[config.mk]
export PLATFORM = sky130hd
export DESIGN_NAME = xdl_exec
export DESIGN_NICKNAME = d
export VERILOG_FILES = /design/src/rtl/xdl_pkg.sv /design/src/rtl/xdl_exec.sv
export SDC_FILE = /design/constraint.sdc
export NUM_CORES = 1
export LEC_CHECK = 0
export ABC_AREA = 1
export BUFFER_PORTS_ARGS = -buffer_cell sky130_fd_sc_hd__buf_2
export CORE_ASPECT_RATIO = 1.4
export CORE_MARGIN = 2
export CORE_UTILIZATION = 51
export CTS_BUF_LIST = sky130_fd_sc_hd__clkbuf_4 sky130_fd_sc_hd__clkbuf_8
export CTS_CLUSTER_SIZE = 40
export DETAILED_ROUTE_END_ITERATION = 7
export MAX_ROUTING_LAYER = met4
export PLACE_DENSITY = 0.82
export REMOVE_ABC_BUFFERS = 1
export SLEW_MARGIN = 20
export SYNTH_ARGS = -nofsm -noshare
export SYNTH_HDL_FRONTEND = slang
export SYNTH_SLANG_ARGS = --single-unit
[constraint.sdc]
create_clock -name i_clk_sys -period 2.35 [get_ports i_clk_sys]
set_input_delay 0.235 -clock i_clk_sys [delete_from_list [all_inputs] [get_ports i_clk_sys]]
set_output_delay 0.235 -clock i_clk_sys [all_outputs]
set_load 0.1 [all_outputs]
[src/rtl/xdl_pkg.sv]
package xdl_pkg;
   localparam int unsigned INSN_W = 14;
   localparam int unsigned DATA_W = 8;
   localparam int unsigned FADDR_W = 7;
   localparam int unsigned DIR_SEL_W = 3;
   localparam int unsigned N_DIR = 3;
   // Opcode patterns and direction selector range
   localparam logic [5:0] OPC_XOR_LIT = 6'h3A;
   localparam logic [5:0] OPC_XOR_FILE = 6'h06;
   localparam logic [10:0] OPC_DIR_LOAD = 11'h00C;
   localparam logic [2:0] DIR_SEL_MIN = 3'h5;
   localparam logic [2:0] DIR_SEL_MAX = 3'h7;
   // Field positions
   localparam int unsigned OPC_HI = 13;
   localparam int unsigned OPC_LO = 8;
   localparam int unsigned DEST_BIT = 7;
   localparam int unsigned DIR_OPC_LO = 3;
   // Reset values
   localparam logic [7:0] ACC_RST = 8'h00;
   localparam logic [7:0] DIR_RST = 8'hFF;

   typedef struct packed {
      logic valid;
      logic [13:0] word;
   } xdl_insn_t;

   typedef struct packed {
      logic we;
      logic [6:0] addr;
      logic [7:0] data;
   } xdl_fwr_t;

   typedef enum logic [1:0] {
      XDL_OP_NONE,
      XDL_OP_XLIT,
      XDL_OP_XFILE,
      XDL_OP_DIR
   } xdl_op_t;
endpackage

[src/rtl/xdl_exec.sv]
`timescale 1ns/1ps
module xdl_exec (
   input wire logic i_clk_sys, // Instruction clock
   input wire logic i_rst, // Sync reset, active high
   input wire xdl_pkg::xdl_insn_t i_insn, // Fetched word and its valid
   input wire logic [7:0] i_file_rdata, // Addressed file register contents
   output logic [6:0] o_file_raddr, // File read address
   output xdl_pkg::xdl_fwr_t o_file_wr, // File write-back
   output logic [7:0] o_acc, // Accumulator
   output logic o_zero, // Zero flag
   output logic o_zero_we, // Zero flag updated this cycle
   output logic [23:0] o_port_dir, // Direction registers 5,6,7 low to high
   output logic o_busy // Never asserted: no wait states
);
   logic [7:0] acc_r;
   logic [7:0] acc_nxt;
   logic zero_r;
   logic zero_nxt;
   logic zero_we_r;
   xdl_pkg::xdl_fwr_t fwr_r;
   xdl_pkg::xdl_fwr_t fwr_nxt;
   logic [7:0] dir_r [xdl_pkg::N_DIR];

   function automatic logic is_zero(input logic [7:0] v);
      is_zero = (v == 8'h00);
   endfunction

   // Decode
   wire logic [5:0] opc = i_insn.word[xdl_pkg::OPC_HI:xdl_pkg::OPC_LO];
   wire logic [7:0] imm = i_insn.word[7:0];
   wire logic dest = i_insn.word[xdl_pkg::DEST_BIT];
   wire logic [6:0] faddr = i_insn.word[6:0];
   wire logic [2:0] dsel = i_insn.word[2:0];
   wire logic dir_sel_ok = (dsel >= xdl_pkg::DIR_SEL_MIN) && (dsel <= xdl_pkg::DIR_SEL_MAX);
   wire logic [1:0] dir_idx = 2'(dsel - xdl_pkg::DIR_SEL_MIN);
   wire logic dir_word = i_insn.valid
      && (i_insn.word[xdl_pkg::INSN_W-1:xdl_pkg::DIR_OPC_LO] == xdl_pkg::OPC_DIR_LOAD);

   xdl_pkg::xdl_op_t op;
   assign op = !i_insn.valid ? xdl_pkg::XDL_OP_NONE :
               (opc == xdl_pkg::OPC_XOR_LIT) ? xdl_pkg::XDL_OP_XLIT :
               (opc == xdl_pkg::OPC_XOR_FILE) ? xdl_pkg::XDL_OP_XFILE :
               (dir_word && dir_sel_ok)
                  ? xdl_pkg::XDL_OP_DIR : xdl_pkg::XDL_OP_NONE;

   wire logic [7:0] xlit_res = acc_r ^ imm;
   wire logic [7:0] xfile_res = acc_r ^ i_file_rdata;

   assign o_file_raddr = faddr;

   // Next state
   always_comb begin
      acc_nxt = acc_r;
      zero_nxt = zero_r;
      fwr_nxt = '0;
      unique case (op)
         xdl_pkg::XDL_OP_XLIT: begin
            acc_nxt = xlit_res;
            zero_nxt = is_zero(xlit_res);
         end
         xdl_pkg::XDL_OP_XFILE: begin
            zero_nxt = is_zero(xfile_res);
            if (dest) begin
               fwr_nxt = '{we: 1'b1, addr: faddr, data: xfile_res};
            end else begin
               acc_nxt = xfile_res;
            end
         end
         xdl_pkg::XDL_OP_DIR: begin
         end
         xdl_pkg::XDL_OP_NONE: begin
         end
      endcase
   end

   wire logic zero_we_nxt = (op == xdl_pkg::XDL_OP_XLIT) || (op == xdl_pkg::XDL_OP_XFILE);

   // Core state
   always_ff @(posedge i_clk_sys) begin
      if (i_rst) begin
         acc_r <= xdl_pkg::ACC_RST;
         zero_r <= 1'b0;
         zero_we_r <= 1'b0;
         fwr_r <= '0;
      end else begin
         acc_r <= acc_nxt;
         zero_r <= zero_nxt;
         zero_we_r <= zero_we_nxt;
         fwr_r <= fwr_nxt;
      end
   end

   // Direction registers
   always_ff @(posedge i_clk_sys) begin
      for (int i = 0; i < xdl_pkg::N_DIR; i++) begin
         if (i_rst) begin
            dir_r[i] <= xdl_pkg::DIR_RST;
         end else if (op == xdl_pkg::XDL_OP_DIR && dir_idx == 2'(i)) begin
            dir_r[i] <= acc_r;
         end
      end
   end

   // Outputs
   assign o_acc = acc_r;
   assign o_zero = zero_r;
   assign o_zero_we = zero_we_r;
   assign o_file_wr = fwr_r;
   assign o_port_dir = {dir_r[2], dir_r[1], dir_r[0]};
   assign o_busy = 1'b0;

   // Checks
   property p_xlit;
      @(posedge i_clk_sys) disable iff (i_rst)
      op == xdl_pkg::XDL_OP_XLIT |=> acc_r == ($past(acc_r) ^ $past(imm)) && zero_r == (acc_r == 8'h00);
   endproperty
   a_xlit: assert property (p_xlit) else $error("literal xor wrong");

   property p_xlit_nofile;
      @(posedge i_clk_sys) disable iff (i_rst)
      op == xdl_pkg::XDL_OP_XLIT |=> !o_file_wr.we && o_zero_we;
   endproperty
   a_xlit_nofile: assert property (p_xlit_nofile) else $error("literal xor side effect");

   property p_dir;
      @(posedge i_clk_sys) disable iff (i_rst)
      op == xdl_pkg::XDL_OP_DIR |=> dir_r[$past(dir_idx)] == $past(acc_r) && $stable(zero_r) && $stable(acc_r);
   endproperty
   a_dir: assert property (p_dir) else $error("direction load wrong");

   property p_dir_hold;
      @(posedge i_clk_sys) disable iff (i_rst)
      op != xdl_pkg::XDL_OP_DIR |=> $stable(o_port_dir);
   endproperty
   a_dir_hold: assert property (p_dir_hold) else $error("direction changed unasked");

   property p_xfile_z;
      @(posedge i_clk_sys) disable iff (i_rst)
      op == xdl_pkg::XDL_OP_XFILE |=> zero_r == (($past(acc_r) ^ $past(i_file_rdata)) == 8'h00);
   endproperty
   a_xfile_z: assert property (p_xfile_z) else $error("file xor zero wrong");

   property p_xfile_w;
      @(posedge i_clk_sys) disable iff (i_rst)
      op == xdl_pkg::XDL_OP_XFILE && !dest |=> acc_r == ($past(acc_r) ^ $past(i_file_rdata)) && !o_file_wr.we;
   endproperty
   a_xfile_w: assert property (p_xfile_w) else $error("file xor to acc wrong");

   property p_xfile_f;
      @(posedge i_clk_sys) disable iff (i_rst)
      op == xdl_pkg::XDL_OP_XFILE && dest |=> o_file_wr.we && o_file_wr.addr == $past(faddr)
         && o_file_wr.data == ($past(acc_r) ^ $past(i_file_rdata)) && $stable(acc_r);
   endproperty
   a_xfile_f: assert property (p_xfile_f) else $error("file xor write-back wrong");

   property p_one_cycle;
      @(posedge i_clk_sys) disable iff (i_rst)
      op == xdl_pkg::XDL_OP_NONE |=> $stable(acc_r) && !o_file_wr.we && !o_zero_we && !o_busy;
   endproperty
   a_one_cycle: assert property (p_one_cycle) else $error("idle cycle changed state");

   property p_dir_bad;
      @(posedge i_clk_sys) disable iff (i_rst)
      dir_word && !dir_sel_ok |=> $stable(o_port_dir) && $stable(acc_r) && $stable(o_zero)
         && !o_zero_we && !o_file_wr.we;
   endproperty
   a_dir_bad: assert property (p_dir_bad) else $error("refused direction operand acted");

   property p_dir_noflag;
      @(posedge i_clk_sys) disable iff (i_rst)
      op == xdl_pkg::XDL_OP_DIR |=> !o_zero_we && !o_file_wr.we && $stable(o_zero);
   endproperty
   a_dir_noflag: assert property (p_dir_noflag) else $error("direction load touched flags");

   property p_dir_other;
      @(posedge i_clk_sys) disable iff (i_rst)
      op == xdl_pkg::XDL_OP_DIR |=> ($past(dir_idx) == 2'h0 || $stable(dir_r[0]))
         && ($past(dir_idx) == 2'h1 || $stable(dir_r[1])) && ($past(dir_idx) == 2'h2 || $stable(dir_r[2]));
   endproperty
   a_dir_other: assert property (p_dir_other) else $error("wrong direction slot written");

   property p_xfile_zwe;
      @(posedge i_clk_sys) disable iff (i_rst)
      op == xdl_pkg::XDL_OP_XFILE |=> o_zero_we && (o_file_wr.we == $past(dest));
   endproperty
   a_xfile_zwe: assert property (p_xfile_zwe) else $error("file xor flag update wrong");

   property p_zero_hold;
      @(posedge i_clk_sys) disable iff (i_rst)
      !o_zero_we |-> $stable(o_zero);
   endproperty
   a_zero_hold: assert property (p_zero_hold) else $error("zero flag moved without update");

   property p_zwe_src;
      @(posedge i_clk_sys) disable iff (i_rst)
      o_zero_we |-> ($past(op) == xdl_pkg::XDL_OP_XLIT) || ($past(op) == xdl_pkg::XDL_OP_XFILE);
   endproperty
   a_zwe_src: assert property (p_zwe_src) else $error("zero update without xor");

   property p_fwr_src;
      @(posedge i_clk_sys) disable iff (i_rst)
      o_file_wr.we |-> ($past(op) == xdl_pkg::XDL_OP_XFILE) && $past(dest);
   endproperty
   a_fwr_src: assert property (p_fwr_src) else $error("file write without file xor");

   property p_acc_src;
      @(posedge i_clk_sys) disable iff (i_rst)
      $changed(acc_r) |-> ($past(op) == xdl_pkg::XDL_OP_XLIT)
         || (($past(op) == xdl_pkg::XDL_OP_XFILE) && !$past(dest));
   endproperty
   a_acc_src: assert property (p_acc_src) else $error("accumulator changed unasked");

   c_xlit: cover property (@(posedge i_clk_sys) op == xdl_pkg::XDL_OP_XLIT ##1 o_zero);
   c_b2b: cover property (@(posedge i_clk_sys) op == xdl_pkg::XDL_OP_XLIT ##1 op == xdl_pkg::XDL_OP_XLIT);
   c_dir_bad: cover property (@(posedge i_clk_sys) dir_word && !dir_sel_ok);
   c_xfile_f: cover property (@(posedge i_clk_sys) op == xdl_pkg::XDL_OP_XFILE && dest);
   c_dir7: cover property (@(posedge i_clk_sys) op == xdl_pkg::XDL_OP_DIR && dsel == 3'h7);
endmodule

==> results.cfg <==
[sta]
tns_ns = 0
rsz0062_at_grt = false
min_period_over_period = 0.770
setup_viol = 0
max_freq_ghz = 0.553
slew_violations = 0
fin_ws_ns = 0.541
worst_hold_slack_ns = 0.180
fin_crit_ns = 1.81
hold_viol = 0
finClkSkew_ns = 0.0116

[place]
hpwl_mm = 3.74
numPlacedInstances = 366
place_worst_setup_slack_ns = 0.247
gp_congestion = 0.856
portBuffers = 81

[die]
fp.dieH_microns = 82.1
fp.dieArea_sq_um = 4900
die_w_microns = 59.8
placementRows = 28
num_io_pins = 83
core_sq_um = 4200
initial_core_util = 0.528

[route]
drt_iter0_markers = 45
vias = 1852
routedWlPerCell_microns = 12.6
drt-pass1-iter-count = 4
via_per_inst = 4.97
route.detailed.drc = 0
drt-total-wl_mm = 4.72
ant_nets = 0

[global_route]
overflow = 0
grt_pass1_wl_mm = 7.29
track_usage = 0.207
grt_pass1_vias = 1714
grt_max_degree = 16
grt_antenna_before_repair = 0

[setup_path]
critPathLaunch = i_insn[1]
crit_path_max_fanout = 10
path_class = primary input to flip-flop
setup.worst_path.end_class = flip-flop
arrival_ns = 2.06
r2r_start = o_acc[4]$_SDFFE_PP0P_
start_kind = primary input
required_ns = 2.60

[synthesis]
async_reset_ff_frac = 0
synth_area_leaders = edfxtp_1, dfxtp_1, nand2_1, inv_1, nor2_1
yosysWarnings = 0
synth-main-ff-cell = dfxtp_1
yosysUniqueCellTypes = 29
postSynthAreaPerCell_sq_um = 8.91
ys_seq_area_frac = 0.559
synth_cells = 249
synth-seq-cells = 50
synth_area_sq_um = 2220
yosysMostFrequentCell = nand2_1
synth-edff-count = 24
synth.top_cells.by_count = nand2_1, inv_1, nor2_1
synth.top_cell.area_share = 0.325
yosysTopAreaCell = edfxtp_1

[cells_and_area]
fin_cells = 373
nNetsFinal = 355
antenna-diode-count = 0
final_util = 0.641
area_growth_pct = 21.5
drive_above_1_share = 0.305

[pwr]
ir_drop_mv = 0.313
p_leak_nw = 1.28
powerDensity_nw_per_um2 = 619

[clock_tree]
cts-root-buf = clkbuf_8
ctsHoldBuffers = 0
cts_setup_buffers = 0
insertion_delay_ns = 0.30
htreeDepth = 2
clk_pin_slew_ns = 0.09
cts-resized-gates = 0
clockBufferDepth = 2
cts.sinks = 50
cts_tree = built
cts_buffers = 5

[flow_run]
drv_cap = 0

[worst_hold_path]
hold_path_startpoint = i_insn[6]
hold_class = primary input to flip-flop

[run_status]
status = complete, no violations
[cell families after synthesis]
group,after synthesis,synth area share
xor gates and xnor gates,6,0.0237
and+or+nand+nor,112,0.220
other,1,0.00169
adders and majority gates,2,0.0113
AOI/OAI and AO/OA,23,0.0699
buffers and inverters,55,0.114
DFF,50,0.559
[sequential cells by signal (all words and copies together), names as in the netlist]
| register | cells |
|---|---|
| o_acc | 8 |
| o_zero | 1 |
| o_zero_we | 1 |
| dir_r | 24 |
| o_file_wr | 16 |
[layer usage]
layer  vias up  wire (microns)  global-route usage
li1        940               -                   -
met1       829            1820               0.221
met2        73            2540               0.359
met3        10             248              0.0394
met4         0             110               0.104
met5         -               0                   -
[report_power, final]
| part | switching [mW] | internal, mW |
|---|---|---|
| Clock | 0.287 | 0.204 |
| Sequential | 0.00458 | 0.919 |
| Combinational | 0.207 | 0.0466 |
[area by class of cell]
class | count | area (sq um)
Clock buffer | 5 | 68.8
Fill cell | 360 | 1510
Tap cell | 45 | 56.3
Multi-Input combinational cell | 144 | 726
Clock inverter | 2 | 15.0
Sequential cell | 50 | 1240
Timing Repair Buffer | 84 | 428
Inverter | 43 | 161
[final timing paths]
path | to | cells after the start | slack [ns]
worst max register to register | o_zero$_SDFFE_PP0P_ | 9 | 1.09
worst min-delay path | o_file_wr[14]$_SDFF_PP0_ | 3 | 0.18
worst min register to register | o_zero$_SDFFE_PP0P_ | 4 | 0.60
worst max-delay path | o_zero$_SDFFE_PP0P_ | 12 | 0.54
[placed cells by master (no fill, tap or decap), drive strengths merged]
master and instances:
o31ai 2, clkinvlp 2, a21oi 4, inv 42, nor3 2, xnor2 1
edfxtp 24, buf 84, xor2 5, nand3 9, o21ai 7, conb 1
nand3b 1, a21boi 1, clkinv 1, nand4 1, nand2 65, o211ai 7
clkbuf 5, o221ai 2, dfxtp 26, nor4 3, ha 2, nor2 31
[worst max-delay path, stage by stage]
cell and delay, ns:
buf_2 0.19, o21ai_0 0.12, nor2_1 0.14, nand3_1 0.11
a21oi_1 0.20, ha_1 0.41, inv_2 0.17, nor2_1 0.21
nand3_1 0.10, nand3_1 0.08, nand2_1 0.05, inv_1 0.04
[per-stage QoR]
| step | total power, mW | cell area (sq um) |
|---|---|---|
| after global routing | 1.72 | 2700 |
| after global placement | 1.20 | 2610 |
| after floorplan | 1.08 | 2130 |
| after CTS | 1.67 | 2700 |
| after detailed placement | 1.20 | 2610 |
| final | 1.67 | 2700 |
No activity file was read; power rests on OpenSTA's default activity.
